--- src/rtl/dflash_gate_pkg.sv ---
// Constants and types for the data flash access gate
package dflash_gate_pkg;
  localparam int CLK_MHZ         = 125;
  localparam int SETUP_HS_NS     = 5000;
  localparam int SETUP_LS_NS     = 720;
  localparam int SETUP_LV_NS     = 10000;
  localparam int SETUP_HS_CYC    = (SETUP_HS_NS * CLK_MHZ + 999) / 1000;
  localparam int SETUP_LS_CYC    = (SETUP_LS_NS * CLK_MHZ + 999) / 1000;
  localparam int SETUP_LV_CYC    = (SETUP_LV_NS * CLK_MHZ + 999) / 1000;
  localparam int CNT_W           = 11;
  localparam int DMA_CHANNELS    = 2;

  localparam logic [3:0] CTRL_ADDR   = 4'h0;
  localparam logic [3:0] MODE_ADDR   = 4'h4;
  localparam logic [3:0] STATUS_ADDR = 4'h8;
  localparam logic [3:0] HOLD_ADDR   = 4'hC;

  localparam int ENABLE_BIT   = 0;
  localparam int READY_BIT    = 0;
  localparam int SETUP_BIT    = 1;
  localparam int STOP_OK_BIT  = 2;
  localparam int HOLD_OK_BIT  = 3;
  localparam int HOLD_WAIT    = 3;
  localparam logic [1:0] HOLD_CNT_W0 = 2'h0;

  typedef enum logic [1:0] {
    high_speed_main_mode  = 2'h0,
    low_speed_main_mode   = 2'h1,
    low_voltage_main_mode = 2'h2
  } flash_mode_t;

  typedef enum {ARRAY_STOPPED, ARRAY_SETUP, ARRAY_READY} array_state_t;

  typedef struct packed {
    logic        read;
    logic        write;
    logic [3:0]  address;
    logic [31:0] writedata;
  } avl_req_t;
endpackage

--- src/rtl/data_flash_access_gate.sv ---
// Data flash access gate: setup timing, read gating, STOP blocking, DMA hold
//
// Decided for this implementation: the Avalon-MM interface to the registers and the placing of the registers.
`timescale 1ns/1ps
module data_flash_access_gate
  import dflash_gate_pkg::*;
(
  input  wire logic                    sys_clk,
  input  wire logic                    reset,
  input  wire logic [3:0]              avs_address,
  input  wire logic                    avs_read,
  input  wire logic                    avs_write,
  input  wire logic [31:0]             avs_writedata,
  output logic      [31:0]             avs_readdata,
  output logic                         avs_waitrequest,
  input  wire logic                    cpu_flash_read,
  input  wire logic                    cpu_flash_store,
  input  wire logic                    stop_request,
  output logic                         flash_read_grant,
  output logic                         flash_store_blocked,
  output logic                         stop_accept,
  output logic [DMA_CHANNELS-1:0]      dma_channel_hold_bit
);
  avl_req_t                req;
  logic                    flash_array_enable_bit_q;
  flash_mode_t             mode_q;
  array_state_t            state_q;
  logic [CNT_W-1:0]        setup_cnt_q;
  logic [1:0]              hold_cnt_q;
  logic                    ack_q;
  logic                    wr_en;
  logic                    en_d;
  logic [CNT_W-1:0]        load_cnt;
  logic [CNT_W-1:0]        setup_len_q;
  flash_mode_t             setup_mode_q;

  assign req = '{read: avs_read, write: avs_write, address: avs_address,
                 writedata: avs_writedata};
  // One wait state per access keeps read data registered
  // Writes commit only at the edge where the master sees waitrequest low
  assign wr_en = req.write && ack_q;
  assign en_d  = (wr_en && req.address == CTRL_ADDR) ? req.writedata[ENABLE_BIT]
                                                     : flash_array_enable_bit_q;

  always_comb begin
    unique case (mode_q)
      high_speed_main_mode:  load_cnt = CNT_W'(SETUP_HS_CYC);
      low_speed_main_mode:   load_cnt = CNT_W'(SETUP_LS_CYC);
      low_voltage_main_mode: load_cnt = CNT_W'(SETUP_LV_CYC);
      default:               load_cnt = CNT_W'(SETUP_LV_CYC);
    endcase
  end

  always_ff @(posedge sys_clk) begin
    if (reset) begin
      ack_q <= 1'b0;
    end else begin
      ack_q <= (req.read || req.write) && !ack_q;
    end
  end

  always_ff @(posedge sys_clk) begin
    if (reset) begin
      avs_waitrequest <= 1'b1;
    end else begin
      avs_waitrequest <= !((req.read || req.write) && !ack_q);
    end
  end

  always_ff @(posedge sys_clk) begin
    if (reset) begin
      flash_array_enable_bit_q <= 1'b0;
      mode_q                   <= high_speed_main_mode;
      dma_channel_hold_bit     <= '0;
    end else if (wr_en) begin
      unique case (req.address)
        CTRL_ADDR: flash_array_enable_bit_q <= req.writedata[ENABLE_BIT];
        MODE_ADDR:
          if (req.writedata[1:0] != 2'h3)
            mode_q <= flash_mode_t'(req.writedata[1:0]);
        HOLD_ADDR: dma_channel_hold_bit <= req.writedata[DMA_CHANNELS-1:0];
        default: ;
      endcase
    end
  end

  // Mode changes during setup only affect the next enable
  always_ff @(posedge sys_clk) begin
    if (reset) begin
      state_q     <= ARRAY_STOPPED;
      setup_cnt_q <= '0;
    end else if (!en_d) begin
      state_q     <= ARRAY_STOPPED;
      setup_cnt_q <= '0;
    end else begin
      unique case (state_q)
        ARRAY_STOPPED: begin
          state_q     <= ARRAY_SETUP;
          setup_cnt_q <= load_cnt;
        end
        ARRAY_SETUP: begin
          if (setup_cnt_q <= CNT_W'(1)) begin
            state_q     <= ARRAY_READY;
            setup_cnt_q <= '0;
          end else begin
            setup_cnt_q <= setup_cnt_q - CNT_W'(1);
          end
        end
        ARRAY_READY: ;
      endcase
    end
  end

  // Counts clocks since the hold register was last written, saturating
  always_ff @(posedge sys_clk) begin
    if (reset) begin
      hold_cnt_q <= HOLD_CNT_W0;
    end else if (wr_en && req.address == HOLD_ADDR) begin
      hold_cnt_q <= HOLD_CNT_W0;
    end else if (hold_cnt_q != 2'(HOLD_WAIT)) begin
      hold_cnt_q <= hold_cnt_q + 2'h1;
    end
  end

  always_ff @(posedge sys_clk) begin
    if (reset) begin
      flash_read_grant    <= 1'b0;
      flash_store_blocked <= 1'b0;
      stop_accept         <= 1'b0;
    end else begin
      flash_read_grant    <= cpu_flash_read && state_q == ARRAY_READY;
      flash_store_blocked <= cpu_flash_store;
      stop_accept         <= stop_request && state_q != ARRAY_SETUP;
    end
  end

  always_ff @(posedge sys_clk) begin
    if (reset) begin
      avs_readdata <= '0;
    end else if (req.read && !ack_q) begin
      avs_readdata <= '0;
      unique case (req.address)
        CTRL_ADDR:   avs_readdata[ENABLE_BIT] <= flash_array_enable_bit_q;
        MODE_ADDR:   avs_readdata[1:0] <= mode_q;
        STATUS_ADDR: begin
          avs_readdata[READY_BIT]   <= state_q == ARRAY_READY;
          avs_readdata[SETUP_BIT]   <= state_q == ARRAY_SETUP;
          avs_readdata[STOP_OK_BIT] <= state_q != ARRAY_SETUP;
          avs_readdata[HOLD_OK_BIT] <= hold_cnt_q == 2'(HOLD_WAIT) &&
                                       dma_channel_hold_bit != '0;
        end
        HOLD_ADDR:   avs_readdata[DMA_CHANNELS-1:0] <= dma_channel_hold_bit;
        default: ;
      endcase
    end
  end

  // Assertion helper: length of the last setup and the mode it started in
  always_ff @(posedge sys_clk) begin
    if (reset) begin
      setup_len_q  <= '0;
      setup_mode_q <= high_speed_main_mode;
    end else if (state_q == ARRAY_SETUP) begin
      setup_len_q  <= setup_len_q + CNT_W'(1);
    end else begin
      setup_len_q  <= '0;
      setup_mode_q <= mode_q;
    end
  end

  property p_stopped_no_read;
    @(posedge sys_clk) disable iff (reset)
      (state_q != ARRAY_READY) |=> !flash_read_grant;
  endproperty
  a_stopped_no_read: assert property (p_stopped_no_read)
    else $error("read granted before setup done");

  property p_enable_starts_setup;
    @(posedge sys_clk) disable iff (reset)
      (state_q == ARRAY_STOPPED && wr_en && req.address == CTRL_ADDR &&
       req.writedata[ENABLE_BIT]) |=> state_q == ARRAY_SETUP;
  endproperty
  a_enable_starts_setup: assert property (p_enable_starts_setup)
    else $error("enable did not start setup");

  property p_load_count;
    @(posedge sys_clk) disable iff (reset)
      (state_q == ARRAY_STOPPED && en_d && mode_q == low_speed_main_mode)
        |=> setup_cnt_q == CNT_W'(SETUP_LS_CYC);
  endproperty
  a_load_count: assert property (p_load_count)
    else $error("setup counter loaded wrongly");

  property p_ls_duration;
    @(posedge sys_clk) disable iff (reset)
      ($fell(state_q == ARRAY_SETUP) && state_q == ARRAY_READY) |->
        setup_len_q == CNT_W'(setup_mode_q == low_speed_main_mode    ? SETUP_LS_CYC :
                              setup_mode_q == low_voltage_main_mode ? SETUP_LV_CYC :
                                                                       SETUP_HS_CYC);
  endproperty
  a_ls_duration: assert property (p_ls_duration)
    else $error("setup length wrong for mode");

  property p_stop_blocked;
    @(posedge sys_clk) disable iff (reset)
      (state_q == ARRAY_SETUP) |=> !stop_accept;
  endproperty
  a_stop_blocked: assert property (p_stop_blocked)
    else $error("STOP accepted during setup");

  property p_disable_clears;
    @(posedge sys_clk) disable iff (reset)
      !en_d |=> state_q == ARRAY_STOPPED && setup_cnt_q == '0;
  endproperty
  a_disable_clears: assert property (p_disable_clears)
    else $error("disable did not clear setup");

  property p_store_never_granted;
    @(posedge sys_clk) disable iff (reset)
      cpu_flash_store |=> flash_store_blocked;
  endproperty
  a_store_never_granted: assert property (p_store_never_granted)
    else $error("plain store not blocked");

  property p_ready_reads;
    @(posedge sys_clk) disable iff (reset)
      (state_q == ARRAY_READY && cpu_flash_read) |=> flash_read_grant;
  endproperty
  a_ready_reads: assert property (p_ready_reads)
    else $error("ready array refused read");

  property p_hold_write;
    @(posedge sys_clk) disable iff (reset)
      (wr_en && req.address == HOLD_ADDR) |=>
        dma_channel_hold_bit == $past(req.writedata[DMA_CHANNELS-1:0]);
  endproperty
  a_hold_write: assert property (p_hold_write)
    else $error("hold bits not written");

  c_reach_ready: cover property (@(posedge sys_clk) state_q == ARRAY_READY);
  c_abort_setup: cover property (@(posedge sys_clk)
    state_q == ARRAY_SETUP ##1 state_q == ARRAY_STOPPED);
  c_stop_refused: cover property (@(posedge sys_clk)
    stop_request && state_q == ARRAY_SETUP);
endmodule

--- config.mk ---
export PLATFORM = sky130hd
export DESIGN_NAME = data_flash_access_gate
export DESIGN_NICKNAME = d
export VERILOG_FILES = /design/src/rtl/dflash_gate_pkg.sv /design/src/rtl/data_flash_access_gate.sv
export SDC_FILE = /design/constraint.sdc
export NUM_CORES = 1
export LEC_CHECK = 0
export ABC_AREA = 0
export BUFFER_PORTS_ARGS = -buffer_cell sky130_fd_sc_hd__buf_2
export CAP_MARGIN = 20
export CELL_PAD_IN_SITES_DETAIL_PLACEMENT = 1
export CELL_PAD_IN_SITES_GLOBAL_PLACEMENT = 1
export CORE_MARGIN = 10
export CORE_UTILIZATION = 32
export DETAILED_ROUTE_END_ITERATION = 16
export GPL_TIMING_DRIVEN = 0
export PLACE_DENSITY = 0.8
export SETUP_SLACK_MARGIN = 0.5
export SLEW_MARGIN = 20
export SYNTH_ARGS = -nofsm -noshare
export SYNTH_HDL_FRONTEND = slang
export SYNTH_SLANG_ARGS = --single-unit
--- constraint.sdc ---
create_clock -name sys_clk -period 1.7 [get_ports sys_clk]
set_input_delay 0.085 -clock sys_clk [delete_from_list [all_inputs] [get_ports sys_clk]]
set_output_delay 0.085 -clock sys_clk [all_outputs]
set_load 0.01 [all_outputs]
==> out/results.tsv <==
stage	metric	value	unit
status	status	completed	
worst_setup_path	worstSetupPathType	flip-flop to flip-flop	
floorplan	dieArea	8460	um2
floorplan	coreArea	5070	um2
synthesis	ys_seq_elements	29	
timing	max_slew_margin	57.0	%
synthesis	ys.flop_type	dfxtp_1	
grt	grt_max_degree	11	
timing	rsz0062_at_grt	true	
worst_setup_path	critical_path_required	1.91	ns
floorplan	die_w	92.0	um
synthesis	async_flop_share	0	%
clock_network	clockRootBuffer	clkbuf_8	
layout	finalCoreUtilization	50.0	%
worst_setup_path	cp-startpoint	setup_cnt_q[3]	
floorplan	floorplan.initialDensity	32.7	%
synthesis	synth_cells	194	
layout	n_antenna_cell	0	
drt	drc	0	
floorplan	rows	26	
grt	grt_pass1_wl	8560	um
layout	mostFrequentLayoutCells	buf_4, conb_1, buf_2, dfxtp_1, nand2_1	
layout	layout.nets	311	
clock_network	cts_sinks	29	
worst_setup_path	ff2ff_setup_slack	0.25	ns
drt	routed-wl-met3	356	um
worst_setup_path	start_kind	flip-flop	
timing	worst_pin_slew	0.635	ns
synthesis	synth_area_leaders	dfxtp_1, buf_4, nor3_1	
worst_setup_path	arrival	1.65	ns
drt	routedWlPerCell	15.8	um
layout	syn_to_final_growth	53.0	%
flow_run	cap_violations	0	
timing	hold_slack	0.0156	ns
drt	via_per_inst	4.85	
drt	top_layer_used	met4	
drt	met2_wirelength	2750	um
place	io_buffers	21	
synthesis	synth.mux.area_fraction	3.17	%
pwr	total_leakage_power	1.13	nW
drt	wl_met1	2130	um
synthesis	avgSynthCellArea	8.55	um2
synthesis	synth_top_area_share	35.0	%
clock_network	cts_tree	built	
synthesis	synth_edf_count	0	
timing	layout_setup_ws	0.250	ns
worst_setup_path	crit_fanout	8	
place	gp_congestion	0.802	
place	dp_hpwl	3550	um
synthesis	synth_top_area_cell	dfxtp_1	
worst_setup_path	crit_path_end_kind	flip-flop	
synthesis	synthDistinctLibCells	49	
grt	grt_antenna_before_repair	0	
clock_network	clk_latency	0.28	ns
timing	slew_violations	0	
clock_network	cts.reportedPaths.clkPinSlew	0.07	ns
drt	ant_nets	0	
floorplan	die_y	92.0	um
layout	fill_cells	616	
layout	fin_cells	336	
pwr	irDropWorstVdd	0.256	mV
grt	grt_pass1_vias	1707	
grt	track_usage	12.5	%
layout	drive_gt1_share	49.6	%
timing	fin_skew	0.00519	ns
min_path	hold_path.class	input pin to flip-flop	
drt	drt_wl_total	5310	um
drt	num_vias	1631	
synthesis	synth-simple-area-share	22.3	%
timing	tns	0	ns
min_path	worstHoldStart	cpu_flash_store	
place	detailedPlace.worstSlack	0.0390	ns
drt	drtPass1Iterations	4	
clock_network	clockBufferDepth	2	
worst_setup_path	rr_startpoint	setup_cnt_q[3]	
layout	mostFrequentLayoutCell	buf_4	
synthesis	synth_compound_area_share	19.0	%
synthesis	synth_xor_area_share	1.06	%
place	dp.cells	312	
grt	overflow	0	
timing	setup_viol	0	
floorplan	num_io_pins	81	
timing	fin_crit_sh	85.3	%
timing	final-hold-violation-count	0	
clock_network	htree_levels	2	
synthesis	ys_seq_area_share	35.0	%
pwr	p_per_area	611	nW/um2
drt	drt_iter0_drc	93	
timing	max_freq	690	MHz
clock_network	cts_buffers	5	
synthesis	syn_area	1660	um2
timing	min_period	1.45	ns
synthesis	synth_top_family_by_area	simple AND/OR/NAND/NOR gates	
synthesis	yosys.area_share.adder	2.26	%
synthesis	ys_warn_count	0	
## registers in the layout (all words and copies together), names as in the netlist
signal                    count
flash_store_blocked           1
flash_read_grant              1
stop_accept                   1
ack_q                         1
state_q                       2
setup_cnt_q                  11
dma_channel_hold_bit          2
mode_q                        2
avs_readdata                  4
avs_waitrequest               1
flash_array_enable_bit_q      1
hold_cnt_q                    2
## critical path, stage by stage (launching register included)
cell and delay (ns):
dfxtp_4 0.35, nor4_4 0.28, buf_6 0.19, nand3b_1 0.13
a21o_1 0.19, a221oi_2 0.22
## cell families after synthesis
family	after synthesis
mux	4
buf+inv	46
other cells	1
fa+ha+maj	3
xor+xnor	2
flops	29
compound gates	44
simple gates	65
## through the flow
stage	power [W]	cell area, um2
final	0.00155	2540
after detailed placement	0.000894	2040
after floorplan	0.000854	1850
after CTS	0.00154	2400
after global placement	0.000888	2040
after global routing	0.00164	2540
## metal layers
| layer | vias up | track usage (%) |
|---|---|---|
| met5 | - | 0 |
| met4 | 0 | 3.98 |
| met3 | 9 | 4.48 |
| met2 | 44 | 22.1 |
| met1 | 789 | 13.5 |
| li1 | 789 | - |
## worst paths after layout
path                               to  depth (start not counted)
setup / recovery       setup_cnt_q[7]                          5
hold / removal    flash_store_blocked                          2
setup reg to reg       setup_cnt_q[7]                          5
hold reg to reg       avs_readdata[3]                          2
## power breakdown
part           total, W  internal (W)  leakage [nW]  switching [W]
Sequential     0.000703      0.000692         0.240      0.0000110
Clock          0.000640      0.000365        0.0542       0.000274
Combinational  0.000206     0.0000979         0.839       0.000108
## timing repair
| action | 4_1_cts | 5_1_grt |
|---|---|---|
| cloned | 2 | 0 |
| gates resized for setup | 33 | 25 |
| setup buffers | 12 | 2 |
| hold buffers | 0 | 0 |
| setup endpoints to repair | 20 | 23 |
| pin swaps | 16 | 6 |
## final cells by class
| class | instances | area [um2] | area share, % |
|---|---|---|---|
| multi-input cells | 147 | 1180 | 46.4 |
| flip-flops and latches | 29 | 599 | 23.6 |
| plain buffers | 35 | 280 | 11.1 |
| repair buffers | 36 | 245 | 9.67 |
| clock buffers | 7 | 96.3 | 3.80 |
| well taps | 70 | 87.6 | 3.45 |
| inverters | 11 | 46.3 | 1.83 |
| clock inverters | 1 | 5.00 | 0.197 |
## synth_stat cells, drive strengths merged, types with 3 or more instances
cell	instances
clkbuf	4
a211oi	4
nand2	12
a21o	3
nor3	11
nor2b	4
a22oi	5
mux2i	3
and3	3
nand3	6
a21oi	8
a221oi	3
inv	11
o211ai	3
buf	31
ha	3
dfxtp	29
nor2	13
o21ai	6
(Power assumes the default switching activity.)
